**src/rtl/bfp_defines.svh**
```systemverilog
// Offsets, field positions, reset values and timing counts of the breaker failure pick-up block
`ifndef BFP_DEFINES_SVH
`define BFP_DEFINES_SVH

// Register byte offsets
`define BFP_OFS_CTRL 6'h00
`define BFP_OFS_PHASE_THR 6'h04
`define BFP_OFS_RES_THR 6'h08
`define BFP_OFS_STATUS 6'h0C
`define BFP_OFS_FAULT 6'h10
`define BFP_OFS_CAP0 6'h14

// Control register fields
`define BFP_CTRL_RSEL_LSB 0
`define BFP_CTRL_MODE_LSB 4
`define BFP_CTRL_FORCE_BIT 8
`define BFP_CTRL_SWBLK_BIT 9
`define BFP_CTRL_LN_LSB 12

// Status register fields
`define BFP_STAT_FSTATE_LSB 0
`define BFP_STAT_LN_LSB 4
`define BFP_STAT_START_BIT 8
`define BFP_STAT_BLOCKED_BIT 9
`define BFP_STAT_PICKUP_BIT 10
`define BFP_STAT_EVT_BIT 11

// Reset values
`define BFP_RST_RSEL 2'h0
`define BFP_RST_MODE 4'h0
`define BFP_RST_LN 3'h1
`define BFP_RST_PHASE_THR 16'h0014
`define BFP_RST_RES_THR 16'h04B0

// Hysteresis ratio in percent
`define BFP_HYST_PCT 24'h61
`define BFP_FULL_PCT 24'h64

// Program cycle timing
`define BFP_CYCLE_MS 5
`define BFP_CLK_KHZ 200000
`define BFP_CYCLE_CLKS (`BFP_CYCLE_MS * `BFP_CLK_KHZ)
`define BFP_TICK_W 20

`endif

```
**src/rtl/bfp_pkg.sv**
```systemverilog
// Types of the breaker failure pick-up block
`include "bfp_defines.svh"
package bfp_pkg;

  // Operating modes
  typedef enum logic [3:0] {
    BFP_M_CUR = 4'h0, BFP_M_DO = 4'h1, BFP_M_SIG = 4'h2, BFP_M_CUR_AND_DO = 4'h3,
    BFP_M_CUR_OR_DO = 4'h4, BFP_M_CUR_AND_SIG = 4'h5, BFP_M_CUR_OR_SIG = 4'h6,
    BFP_M_SIG_OR_DO = 4'h7, BFP_M_ANY = 4'h9, BFP_M_ALL = 4'hA
  } bfp_mode_t;

  // Function state display codes
  typedef enum logic [2:0] {
    BFP_FS_NORMAL = 3'h0, BFP_FS_START = 3'h1, BFP_FS_RETRIP = 3'h2,
    BFP_FS_FAIL = 3'h3, BFP_FS_BLOCKED = 3'h4
  } bfp_fstate_t;

  // Node behaviour codes
  typedef enum logic [2:0] {
    BFP_LN_ON = 3'h1, BFP_LN_BLOCKED = 3'h2, BFP_LN_TEST = 3'h3,
    BFP_LN_TEST_BLK = 3'h4, BFP_LN_OFF = 3'h5
  } bfp_ln_t;

  // Magnitudes from the measurement front end
  typedef struct packed {
    logic [15:0] l1;
    logic [15:0] l2;
    logic [15:0] l3;
    logic [15:0] res_one;
    logic [15:0] res_two;
    logic [15:0] res_calc;
  } bfp_meas_t;

  // Whole state of the block
  typedef struct packed {
    logic wait_req;
    logic [31:0] rdata;
    logic [1:0] res_sel;
    logic [3:0] mode;
    logic force_en;
    logic sw_blk;
    bfp_ln_t ln;
    logic [15:0] phase_thr;
    logic [15:0] res_thr;
    logic [`BFP_TICK_W-1:0] tick_cnt;
    logic blk;
    logic [3:0] pu;
    logic start;
    logic blocked;
    logic retrip;
    logic fail;
    logic evt;
    logic evt_flag;
    logic [3:0] fault;
    logic [3:0][15:0] cap;
  } bfp_state_t;

endpackage

```
**src/rtl/bfp_pickup.sv**
```systemverilog
// Breaker failure pick-up and blocking stage with Avalon-MM register slave
//
// Our own choices: the placing of the registers and the Avalon-MM slave port.
`include "bfp_defines.svh"
module bfp_pickup #(
  parameter int CYCLE_CLKS = `BFP_CYCLE_CLKS
) (
  input wire logic clk_sys,
  input wire logic rst,
  input wire logic [5:0] avs_address,
  input wire logic avs_read,
  input wire logic avs_write,
  input wire logic [31:0] avs_writedata,
  input wire logic [3:0] avs_byteenable,
  output logic [31:0] avs_readdata,
  output logic avs_waitrequest,
  input wire bfp_pkg::bfp_meas_t meas,
  input wire logic do_monitor,
  input wire logic signal_monitor,
  input wire logic blocking_in,
  input wire logic retrip_active,
  input wire logic failure_active,
  output logic start_out,
  output logic retrip_out,
  output logic breaker_failure_output,
  output logic blocked_out,
  output logic block_event
);

  bfp_pkg::bfp_state_t st_ff;
  bfp_pkg::bfp_state_t nxt_st;

  // Per-channel magnitudes; residual follows the source selector
  logic [3:0][15:0] ch_mag;
  logic [3:0] pu_nxt;
  logic tick;
  logic cur_pu;
  logic pickup;
  logic blk_src;

  assign ch_mag[0] = meas.l1;
  assign ch_mag[1] = meas.l2;
  assign ch_mag[2] = meas.l3;
  assign ch_mag[3] = (st_ff.res_sel == 2'h1) ? meas.res_one :
                     (st_ff.res_sel == 2'h2) ? meas.res_two : meas.res_calc;

  // Comparator with built-in reset ratio, one per channel
  for (genvar gi = 0; gi < 4; gi++) begin : g_ch
    logic [15:0] thr;
    logic en;
    logic [23:0] mag_pct;
    logic [23:0] thr_pct;
    assign thr = (gi == 3) ? st_ff.res_thr : st_ff.phase_thr;
    assign en = (gi == 3) ? (st_ff.res_sel != 2'h0) : 1'b1;
    assign mag_pct = 24'(ch_mag[gi]) * `BFP_FULL_PCT;
    assign thr_pct = 24'(thr) * `BFP_HYST_PCT;
    assign pu_nxt[gi] = en & (st_ff.pu[gi] ? !(mag_pct < thr_pct) : (ch_mag[gi] > thr));
  end

  // Any phase or residual pick-up counts
  assign cur_pu = |st_ff.pu;
  assign tick = (st_ff.tick_cnt == `BFP_TICK_W'(CYCLE_CLKS - 1));
  assign blk_src = (st_ff.force_en ? st_ff.sw_blk : blocking_in) |
                   (st_ff.ln == bfp_pkg::BFP_LN_BLOCKED) | (st_ff.ln == bfp_pkg::BFP_LN_TEST_BLK);

  // Mode combination of current, output relay and binary signal triggers
  always_comb begin
    case (st_ff.mode)
      bfp_pkg::BFP_M_DO: pickup = do_monitor;
      bfp_pkg::BFP_M_SIG: pickup = signal_monitor;
      bfp_pkg::BFP_M_CUR_AND_DO: pickup = cur_pu & do_monitor;
      bfp_pkg::BFP_M_CUR_OR_DO: pickup = cur_pu | do_monitor;
      bfp_pkg::BFP_M_CUR_AND_SIG: pickup = cur_pu & signal_monitor;
      bfp_pkg::BFP_M_CUR_OR_SIG: pickup = cur_pu | signal_monitor;
      bfp_pkg::BFP_M_SIG_OR_DO: pickup = signal_monitor | do_monitor;
      bfp_pkg::BFP_M_ANY: pickup = cur_pu | do_monitor | signal_monitor;
      bfp_pkg::BFP_M_ALL: pickup = cur_pu & do_monitor & signal_monitor;
      default: pickup = cur_pu;
    endcase
    if (st_ff.ln == bfp_pkg::BFP_LN_OFF) begin
      pickup = 1'b0;
    end
  end

  // Byte-lane merge of a write into an existing word
  function automatic logic [31:0] merge(input logic [31:0] old, input logic [31:0] wd, input logic [3:0] be);
    logic [31:0] res;
    res = old;
    for (int b = 0; b < 4; b++) begin
      if (be[b]) begin
        res[b*8 +: 8] = wd[b*8 +: 8];
      end
    end
    return res;
  endfunction

  // Register read image
  function automatic logic [31:0] rd_word(input bfp_pkg::bfp_state_t s, input logic [5:0] a);
    logic [31:0] w;
    logic [2:0] fs;
    w = 32'h0;
    fs = s.blocked ? bfp_pkg::BFP_FS_BLOCKED : s.fail ? bfp_pkg::BFP_FS_FAIL :
         s.retrip ? bfp_pkg::BFP_FS_RETRIP : s.start ? bfp_pkg::BFP_FS_START : bfp_pkg::BFP_FS_NORMAL;
    case (a)
      `BFP_OFS_CTRL: begin
        w[`BFP_CTRL_RSEL_LSB +: 2] = s.res_sel;
        w[`BFP_CTRL_MODE_LSB +: 4] = s.mode;
        w[`BFP_CTRL_FORCE_BIT] = s.force_en;
        w[`BFP_CTRL_SWBLK_BIT] = s.sw_blk;
        w[`BFP_CTRL_LN_LSB +: 3] = s.ln;
      end
      `BFP_OFS_PHASE_THR: w[15:0] = s.phase_thr;
      `BFP_OFS_RES_THR: w[15:0] = s.res_thr;
      `BFP_OFS_STATUS: begin
        w[`BFP_STAT_FSTATE_LSB +: 3] = fs;
        w[`BFP_STAT_LN_LSB +: 3] = s.ln;
        w[`BFP_STAT_START_BIT] = s.start;
        w[`BFP_STAT_BLOCKED_BIT] = s.blocked;
        w[`BFP_STAT_PICKUP_BIT] = |s.pu;
        w[`BFP_STAT_EVT_BIT] = s.evt_flag;
      end
      `BFP_OFS_FAULT: w[3:0] = s.fault;
      `BFP_OFS_CAP0: w[15:0] = s.cap[0];
      `BFP_OFS_CAP0 + 6'h04: w[15:0] = s.cap[1];
      `BFP_OFS_CAP0 + 6'h08: w[15:0] = s.cap[2];
      `BFP_OFS_CAP0 + 6'h0C: w[15:0] = s.cap[3];
      default: w = 32'h0;
    endcase
    return w;
  endfunction

  // Next-state logic
  always_comb begin
    logic [31:0] wv;
    logic wr_now;
    wv = 32'h0;
    nxt_st = st_ff;
    // Bus handshake: one wait cycle, then answer
    wr_now = avs_write & !st_ff.wait_req;
    if ((avs_read | avs_write) & st_ff.wait_req) begin
      nxt_st.wait_req = 1'b0;
      nxt_st.rdata = avs_read ? rd_word(st_ff, avs_address) : 32'h0;
    end else begin
      nxt_st.wait_req = 1'b1;
    end
    if (wr_now) begin
      wv = merge(rd_word(st_ff, avs_address), avs_writedata, avs_byteenable);
      case (avs_address)
        `BFP_OFS_CTRL: begin
          nxt_st.res_sel = wv[`BFP_CTRL_RSEL_LSB +: 2];
          nxt_st.mode = wv[`BFP_CTRL_MODE_LSB +: 4];
          nxt_st.force_en = wv[`BFP_CTRL_FORCE_BIT];
          nxt_st.sw_blk = wv[`BFP_CTRL_SWBLK_BIT];
          if (wv[`BFP_CTRL_LN_LSB +: 3] >= 3'h1 && wv[`BFP_CTRL_LN_LSB +: 3] <= 3'h5) begin
            nxt_st.ln = bfp_pkg::bfp_ln_t'(wv[`BFP_CTRL_LN_LSB +: 3]);
          end
        end
        `BFP_OFS_PHASE_THR: nxt_st.phase_thr = wv[15:0];
        `BFP_OFS_RES_THR: nxt_st.res_thr = wv[15:0];
        default: nxt_st.mode = st_ff.mode;
      endcase
    end
    // Program cycle divider and blocking sample at its start
    nxt_st.tick_cnt = tick ? `BFP_TICK_W'(0) : st_ff.tick_cnt + `BFP_TICK_W'(1);
    if (tick) begin
      nxt_st.blk = blk_src;
    end
    // Pick-up, start and blocked indications
    nxt_st.pu = pu_nxt;
    nxt_st.start = pickup & !st_ff.blk;
    nxt_st.blocked = pickup & st_ff.blk;
    nxt_st.retrip = retrip_active & nxt_st.start;
    nxt_st.fail = failure_active & nxt_st.start;
    // Blocked entry event with captured currents and fault type
    nxt_st.evt = nxt_st.blocked & !st_ff.blocked;
    if (nxt_st.evt) begin
      nxt_st.cap = ch_mag;
      nxt_st.fault = st_ff.pu;
    end
    // Sticky display flag: write one to clear, a new event wins
    if (wr_now && avs_address == `BFP_OFS_STATUS && avs_byteenable[1] && avs_writedata[`BFP_STAT_EVT_BIT]) begin
      nxt_st.evt_flag = 1'b0;
    end
    if (nxt_st.evt) begin
      nxt_st.evt_flag = 1'b1;
    end
  end

  // State register
  always_ff @(posedge clk_sys or posedge rst) begin
    if (rst) begin
      st_ff <= '0;
      st_ff.wait_req <= 1'b1;
      st_ff.res_sel <= `BFP_RST_RSEL;
      st_ff.mode <= `BFP_RST_MODE;
      st_ff.ln <= bfp_pkg::BFP_LN_ON;
      st_ff.phase_thr <= `BFP_RST_PHASE_THR;
      st_ff.res_thr <= `BFP_RST_RES_THR;
    end else begin
      st_ff <= nxt_st;
    end
  end

  // Outputs straight from the state register
  assign avs_readdata = st_ff.rdata;
  assign avs_waitrequest = st_ff.wait_req;
  assign start_out = st_ff.start;
  assign retrip_out = st_ff.retrip;
  assign breaker_failure_output = st_ff.fail;
  assign blocked_out = st_ff.blocked;
  assign block_event = st_ff.evt;

  // Status word as software sees it; the display checks read it
  logic [31:0] stat_img;
  assign stat_img = rd_word(st_ff, `BFP_OFS_STATUS);

  // Reset ratio limits of phase two and the residual channel, for the drop-out checks
  logic l2_below;
  logic res_below;
  assign l2_below = 24'(meas.l2) * `BFP_FULL_PCT < 24'(st_ff.phase_thr) * `BFP_HYST_PCT;
  assign res_below = 24'(ch_mag[3]) * `BFP_FULL_PCT < 24'(st_ff.res_thr) * `BFP_HYST_PCT;
endmodule

```
**config.mk**
```make
export PLATFORM = sky130hd
export DESIGN_NAME = bfp_pickup
export DESIGN_NICKNAME = d
export VERILOG_FILES = /design/src/rtl/bfp_pkg.sv /design/src/rtl/bfp_pickup.sv
export VERILOG_INCLUDE_DIRS = /design/src /design/src/rtl
export SDC_FILE = /design/constraint.sdc
export NUM_CORES = 1
export LEC_CHECK = 0
export BUFFER_PORTS_ARGS = -buffer_cell sky130_fd_sc_hd__buf_4
export CAP_MARGIN = 20
export CORE_AREA = 3 3 186 188
export CTS_CLUSTER_SIZE = 20
export DETAILED_ROUTE_END_ITERATION = 7
export DIE_AREA = 0 0 189 191
export HOLD_SLACK_MARGIN = 0.08
export PLACE_DENSITY = 0.88
export SLEW_MARGIN = 20
export SYNTH_ARGS = -nofsm -noshare
export SYNTH_HDL_FRONTEND = slang
export SYNTH_SLANG_ARGS = --single-unit
```
**constraint.sdc**
```tcl
create_clock -name clk_sys -period 11 [get_ports clk_sys]
set_input_delay 1.65 -clock clk_sys [delete_from_list [all_inputs] [get_ports clk_sys]]
set_output_delay 1.65 -clock clk_sys [all_outputs]
set_load 0.03 [all_outputs]
```
==> results of run 1 <==
[routing by layer]
metal  vias to the layer above  track usage  part of all wire
li1                       8468            -                 -
met1                      8768       0.4013              0.38
met4                         0       0.1848             0.066
met3                       257      0.06400             0.085
met5                         -            0                 0
met2                       894       0.5739              0.47
[stage by stage]
| stage | power [W] | instances | setup slack (ps) |
|---|---|---|---|
| after floorplan | 0.001776 | 2340 | 5072 |
| after global placement | 0.002076 | 2867 | 4163 |
| after detailed placement | 0.002185 | 2867 | 3918 |
| after CTS | 0.002758 | 2899 | 4356 |
| after global routing | 0.003014 | 2899 | 3977 |
| final | 0.002780 | 2899 | 4268 |
[state kept, by name, summed over array words and instances (netlist names)]
| signal | flops |
|---|---|
| retrip_out | 1 |
| breaker_failure_output | 1 |
| g_ch.thr | 32 |
| blocked_out | 1 |
| avs_waitrequest | 1 |
| start_out | 1 |
| block_event | 1 |
| avs_readdata | 16 |
| st_ff | 105 |
[worst paths after layout]
kind	end	from	slack, ps	cells after the start
hold / removal	st_ff[83]	st_ff[83]	480	1
hold reg to reg	st_ff[83]	st_ff[83]	480	1
min in group asynchronous	st_ff[15]	rst	1370	2
setup reg to reg	st_ff[77]	st_ff[141]	4490	19
max in group asynchronous	st_ff[141]	rst	8130	3
setup / recovery	st_ff[77]	meas[11]	4270	21
[power groups by stage]
stage	registers, W	clock network [W]	logic, W
2_1_floorplan	0.000632	0	0.00114
3_3_place_gp	0.000651	0	0.00143
3_5_place_dp	0.000652	0	0.00153
4_1_cts	0.000642	0.000568	0.00155
5_1_grt	0.000645	0.000592	0.00178
6_report	0.000645	0.000569	0.00157
[cells in the mapped netlist, types with 33 or more instances]
cell type,count
fa_1,60
inv_1,339
ha_1,496
nand2_1,102
o21ai_0,96
mux2_4,72
nor2b_1,51
nand4_1,34
nand3_1,37
xnor2_1,65
nor2_1,98
dfrtp_1,151
a21oi_1,132
a21o_1,45
a211oi_1,44
buf_4,33
[kinds of logic after synthesis]
logic type	count (synthesis)	share of synthesized area
fa+ha+maj	556	0.3451
compound gates	531	0.1623
simple gates	439	0.1056
buf+inv	418	0.08355
flops	159	0.1859
mux	127	0.07900
xor+xnor	94	0.03836
other cells	1	0.0001747
[final cells by class]
| class | count | area, sq um | share of cell area |
|---|---|---|---|
| Clock inverter | 13 | 120.1 | 0.005152 |
| Clock buffer | 19 | 432.9 | 0.01857 |
| Sequential cell | 159 | 3990 | 0.1711 |
| Timing Repair Buffer | 158 | 1186 | 0.05087 |
| Tap cell | 448 | 560.5 | 0.02404 |
| Inverter | 339 | 1277 | 0.05479 |
| Multi-Input combinational cell | 1763 | 15750 | 0.6754 |
[worst max-delay path, stage by stage]
cell and delay [ps]:
buf_4 80, nor2b_1 110, a211oi_1 70, a21oi_1 770, ha_1 380, ha_1 270, inv_1 50, fa_1 510
inv_1 40, ha_1 340, and3_1 210, a221oi_1 460, o21ai_0 210, a2111oi_0 520, o21bai_1 150, xor2_1 170
ha_1 310, o21ai_0 170, a21oi_1 90, a2111oi_0 350, a21oi_1 110
==> impl_metrics.tcl, run 1 <==
set metrics [dict create \
    antenna_found_initial 0 \
    cts_setup_buffers 0 \
    slew_viol_final 0 \
    combPwrFrac 0.563 \
    wl_per_cell_microns 21.06 \
    start_util 0.6448 \
    num_vias 18390 \
    grt_pass1_vias 18640 \
    synthDistinctLibCells 84 \
    clock_sinks 159 \
    synth-edff-count 0 \
    port_buffers 150 \
    path_clk_slew_ps 70 \
    power.share.switching 0.4347 \
    layout_common_cells "496 x ha_1, 338 x inv_1, 158 x buf_4" \
    p_sw_w 0.001209 \
    synth_top_area_frac 0.2892 \
    start_kind "input pin" \
    coreArea_sq_um 33280 \
    min_period_ps 6732 \
    gp_congestion 0.9590 \
    yosys_most_used_dff "dfrtp_1" \
    routed_wl_microns 61060 \
    critPathKind "input pin to flip-flop" \
    holdWs_ps 476.7 \
    power.share.sequential 0.232 \
    diodes 0 \
    die_x_microns 189 \
    p_int_w 0.001572 \
    htree_levels 4 \
    failed_checks "DRC" \
    clock_path_buffers 2 \
    die_area_sq_um 36100 \
    nNetsFinal 3141 \
    yosysTopAreaCell "ha_1" \
    power.density_nw_per_um2 119.2 \
    yosys_warnings 0 \
    clock_latency_ps 430 \
    row_count 67 \
    synth.avg_cell_area_sq_um 9.230 \
    rsz0062_at_grt "no" \
    antenna_left 0 \
    period_share 0.6120 \
    relSlewSlack 0.2997 \
    dp_hpwl_microns 49110 \
    final_common_cell "ha_1" \
    p_leak_nw 12.15 \
    synth_area_sq_um 21460 \
    ys_ff_latch 159 \
    setup_viol 0 \
    grt_use_total 0.3366 \
    area_delta_synth_final_pct 8.641 \
    drv_cap 0 \
    tightestPinTransition_ps 1050 \
    syn_inst 2325 \
    synth-seq-area-share 0.1859 \
    ctsResizeCount 0 \
    fill_cells 2491 \
    setup_tns_ps 0 \
    cts_hold_buffers 0 \
    fin_util 0.7006 \
    fmax_mhz 148.5 \
    pin_count 185 \
    status "finished, violations left" \
    drt_pass1_iterations 8 \
    tritoncts.num_buffers 17 \
    p_clk_frac 0.205 \
    arrival_ps 7030 \
    place_area_sq_um 22750 \
    grt-ovfl-total 0 \
    grt_pass1_wl_microns 96790 \
    vdd_drop_max_mv 0.1015 \
    viasPerCell 6.343 \
    design_area_sq_um 23310 \
    drive_gt1_frac 0.1261 \
    grt_max_degree 86 \
    cts_root_buffer "clkbuf_16" \
    hold_viol 0 \
    synth_area_leaders "ha_1 29%, dfrtp_1 18%, inv_1 5.9%" \
    die_y_microns 191 \
    drtIter0Drc 1759 \
    setup.worst_path.end_class "flip-flop" \
    drc 2 \
    async_flop_share 1.000 \
    critical_path_peak_fanout 5 \
    hold_class "flip-flop to flip-flop" \
    skew_ps 11.19 \
    tritoncts "done" \
    worst_ep_required_time_ps 11300 \
]
Power figures use the tool's default switching activity.
==> inputs of run 2 (changes only) <==
--- a/config.mk
+++ b/config.mk
@@ -8,12 +8,12 @@
 export LEC_CHECK = 0
 export BUFFER_PORTS_ARGS = -buffer_cell sky130_fd_sc_hd__buf_4
 export CAP_MARGIN = 20
-export CORE_AREA = 3 3 186 188
+export CORE_AREA = 3 3 189 191
 export CTS_CLUSTER_SIZE = 20
 export DETAILED_ROUTE_END_ITERATION = 7
-export DIE_AREA = 0 0 189 191
+export DIE_AREA = 0 0 192 194
 export HOLD_SLACK_MARGIN = 0.08
-export PLACE_DENSITY = 0.88
+export PLACE_DENSITY = 0.86
 export SLEW_MARGIN = 20
 export SYNTH_ARGS = -nofsm -noshare
 export SYNTH_HDL_FRONTEND = slang
==> constraint.sdc (replaced) <==
create_clock -name clk_sys -period 7.02 [get_ports clk_sys]
set_input_delay 1.053 -clock clk_sys [delete_from_list [all_inputs] [get_ports clk_sys]]
set_output_delay 1.053 -clock clk_sys [all_outputs]
set_load 0.03 [all_outputs]
==> run 2 against run 1 <==
  * The flow now finishes without violations
  * Cell area grew 0.28%
  * Sequential power grew 57%
  * Register-to-register slack lost 3600 ps
  * Power grew 57%
  * Flip-flop and latch count is the same
  * Clock skew grew 2.1 ps
  * Final cell count grew 0.52%
  * Die area grew 3.2%
  * Critical path depth shrank 2
  * Critical path type is now flip-flop to flip-flop
==> impl_metrics.tcl, run 2 (synthesis results as in run 1) <==
set metrics [dict create \
    nNetsFinal 3149 \
    routed_wl_microns 58930 \
    final_common_cell "ha_1" \
    setup_viol 0 \
    p_clk_frac 0.207 \
    relSlewSlack 0.2935 \
    min_period_ps 6139 \
    combPwrFrac 0.560 \
    antenna_found_initial 0 \
    path_cells "mux2i_1, a21oi_1, ha_1, ha_1, inv_1, fa_1, inv_1, ha_1, and3_1, a221oi_1, o21ai_0, a2111oi_0, o21bai_1, xor2_1, ha_1, o21ai_0, a21oi_1, a2111oi_0, a21oi_1" \
    start_kind "flip-flop" \
    clock_path_buffers 2 \
    port_buffers 150 \
    worst_ep_required_time_ps 7320 \
    fin_util 0.6819 \
    status "completed" \
    rsz0062_at_grt "no" \
    tritoncts "done" \
    coreArea_sq_um 34290 \
    power.density_nw_per_um2 186.2 \
    wl_per_cell_microns 20.22 \
    area_delta_synth_final_pct 8.950 \
    path_clk_slew_ps 70 \
    largest_register "st_ff" \
    pin_count 185 \
    grt_pass1_wl_microns 93890 \
    cp_slowest_cell "dfrtp_2" \
    cts_hold_buffers 0 \
    layout_common_cells "496 x ha_1, 338 x inv_1, 166 x buf_4" \
    antenna_left 0 \
    slew_viol_final 0 \
    crit_top_cell "ha_1" \
    die_area_sq_um 37250 \
    setup.worst_path.end_class "flip-flop" \
    arrival_ps 6440 \
    dp_hpwl_microns 47960 \
    drtIter0Drc 1510 \
    critPathKind "flip-flop to flip-flop" \
    clock_sinks 159 \
    drv_cap 0 \
    crit_buf_inv 2 \
    skew_ps 13.29 \
    setup_tns_ps 0 \
    critical_path_peak_fanout 52 \
    row_count 68 \
    fmax_mhz 162.9 \
    largest_reg_flops 105 \
    p_leak_nw 12.19 \
    gp_congestion 0.9544 \
    drc 0 \
    tritoncts.num_buffers 17 \
    grt-ovfl-total 0 \
    drt_pass1_iterations 7 \
    vdd_drop_max_mv 0.1297 \
    diodes 0 \
    tightestPinTransition_ps 1060 \
    htree_levels 4 \
    hold_viol 0 \
    p_int_w 0.002469 \
    start_util 0.6259 \
    viasPerCell 6.258 \
    die_x_microns 192 \
    hold_class "flip-flop to flip-flop" \
    grt_max_degree 102 \
    num_vias 18240 \
    die_y_microns 194 \
    drive_gt1_frac 0.1297 \
    cts_setup_buffers 0 \
    grt_use_total 0.3157 \
    power.share.switching 0.4328 \
    clock_latency_ps 440 \
    p_sw_w 0.001884 \
    grt_pass1_vias 18380 \
    cts_root_buffer "clkbuf_16" \
    cp_top_family "compound AO/OA/AOI/OAI gates" \
    slowest_delay_ps 1040 \
    ctsResizeCount 0 \
    power.share.sequential 0.232 \
    period_share 0.8745 \
]
==> run 2: changes by cell type in the layout (fill, tap and decap cells not counted), moves of 2 or more <==
cell / before / now
buf_4: 158 / 166
clkbuf_1: 2 / 0
clkinv_4: 3 / 1
clkinvlp_4: 1 / 3
==> run 2: through the flow <==
step,hold slack [ps],instance area [sq um],power [W],instances,worst slack (ps)
4_1_cts,477.5,23380,0.004326,2914,979.5
6_report,466.2,23380,0.004353,2914,881.2
5_1_grt,486.0,23380,0.004733,2914,423.6
3_3_place_gp,460.1,22820,0.003259,2882,1007
3_5_place_dp,463.7,22820,0.003420,2882,897.1
2_1_floorplan,438.7,21520,0.002782,2340,1689
==> run 2: layout make-up <==
cell class / count / area (sq um)
clock buffer: 18 / 439.2
inverter: 339 / 1277
fill: 2569 / 10910
multi-input combinational: 1763 / 15740
timing repair buffer: 166 / 1246
tap: 455 / 569.3
clock inverter: 14 / 120.1
sequential: 159 / 3990
==> run 2: routing by layer <==
| metal | vias up | share of wire | GRT usage | wire length, microns |
|---|---|---|---|---|
| li1 | 8500 | - | - | - |
| met1 | 8672 | 0.39 | 0.3942 | 23210 |
| met2 | 825 | 0.46 | 0.5144 | 27060 |
| met3 | 240 | 0.082 | 0.05912 | 4811 |
| met4 | 0 | 0.065 | 0.1716 | 3844 |
| met5 | - | 0 | 0 | 0 |
==> run 2: final timing paths <==
| path | start | end | slack [ps] | cells past startpoint |
|---|---|---|---|---|
| worst max-delay path | st_ff[141] | st_ff[77] | 880 | 19 |
| worst min-delay path | st_ff[83] | st_ff[83] | 470 | 1 |
| worst max register to register | st_ff[141] | st_ff[77] | 880 | 19 |
| worst min register to register | st_ff[83] | st_ff[83] | 470 | 1 |
| max in group asynchronous | rst | st_ff[46] | 4840 | 3 |
| min in group asynchronous | rst | retrip_out | 770 | 2 |
==> run 2: worst register-to-register path, cell delays in order, from the launching register on <==
cell,delay [ps]
dfrtp_2,1040
mux2i_1,200
a21oi_1,670
ha_1,360
ha_1,280
inv_1,50
fa_1,410
inv_1,70
ha_1,250
and3_1,240
a221oi_1,430
o21ai_0,190
a2111oi_0,500
o21bai_1,130
xor2_1,170
ha_1,310
o21ai_0,160
a21oi_1,80
a2111oi_0,330
a21oi_1,130
==> run 2: power by group through the flow <==
stage | clock network (W) | registers (W) | logic, W
floorplan | 0 | 0.000991 | 0.00179
global placement | 0 | 0.00102 | 0.00224
detailed placement | 0 | 0.00102 | 0.00240
CTS | 0.000903 | 0.00101 | 0.00242
global route | 0.000943 | 0.00101 | 0.00278
finish | 0.000903 | 0.00101 | 0.00244
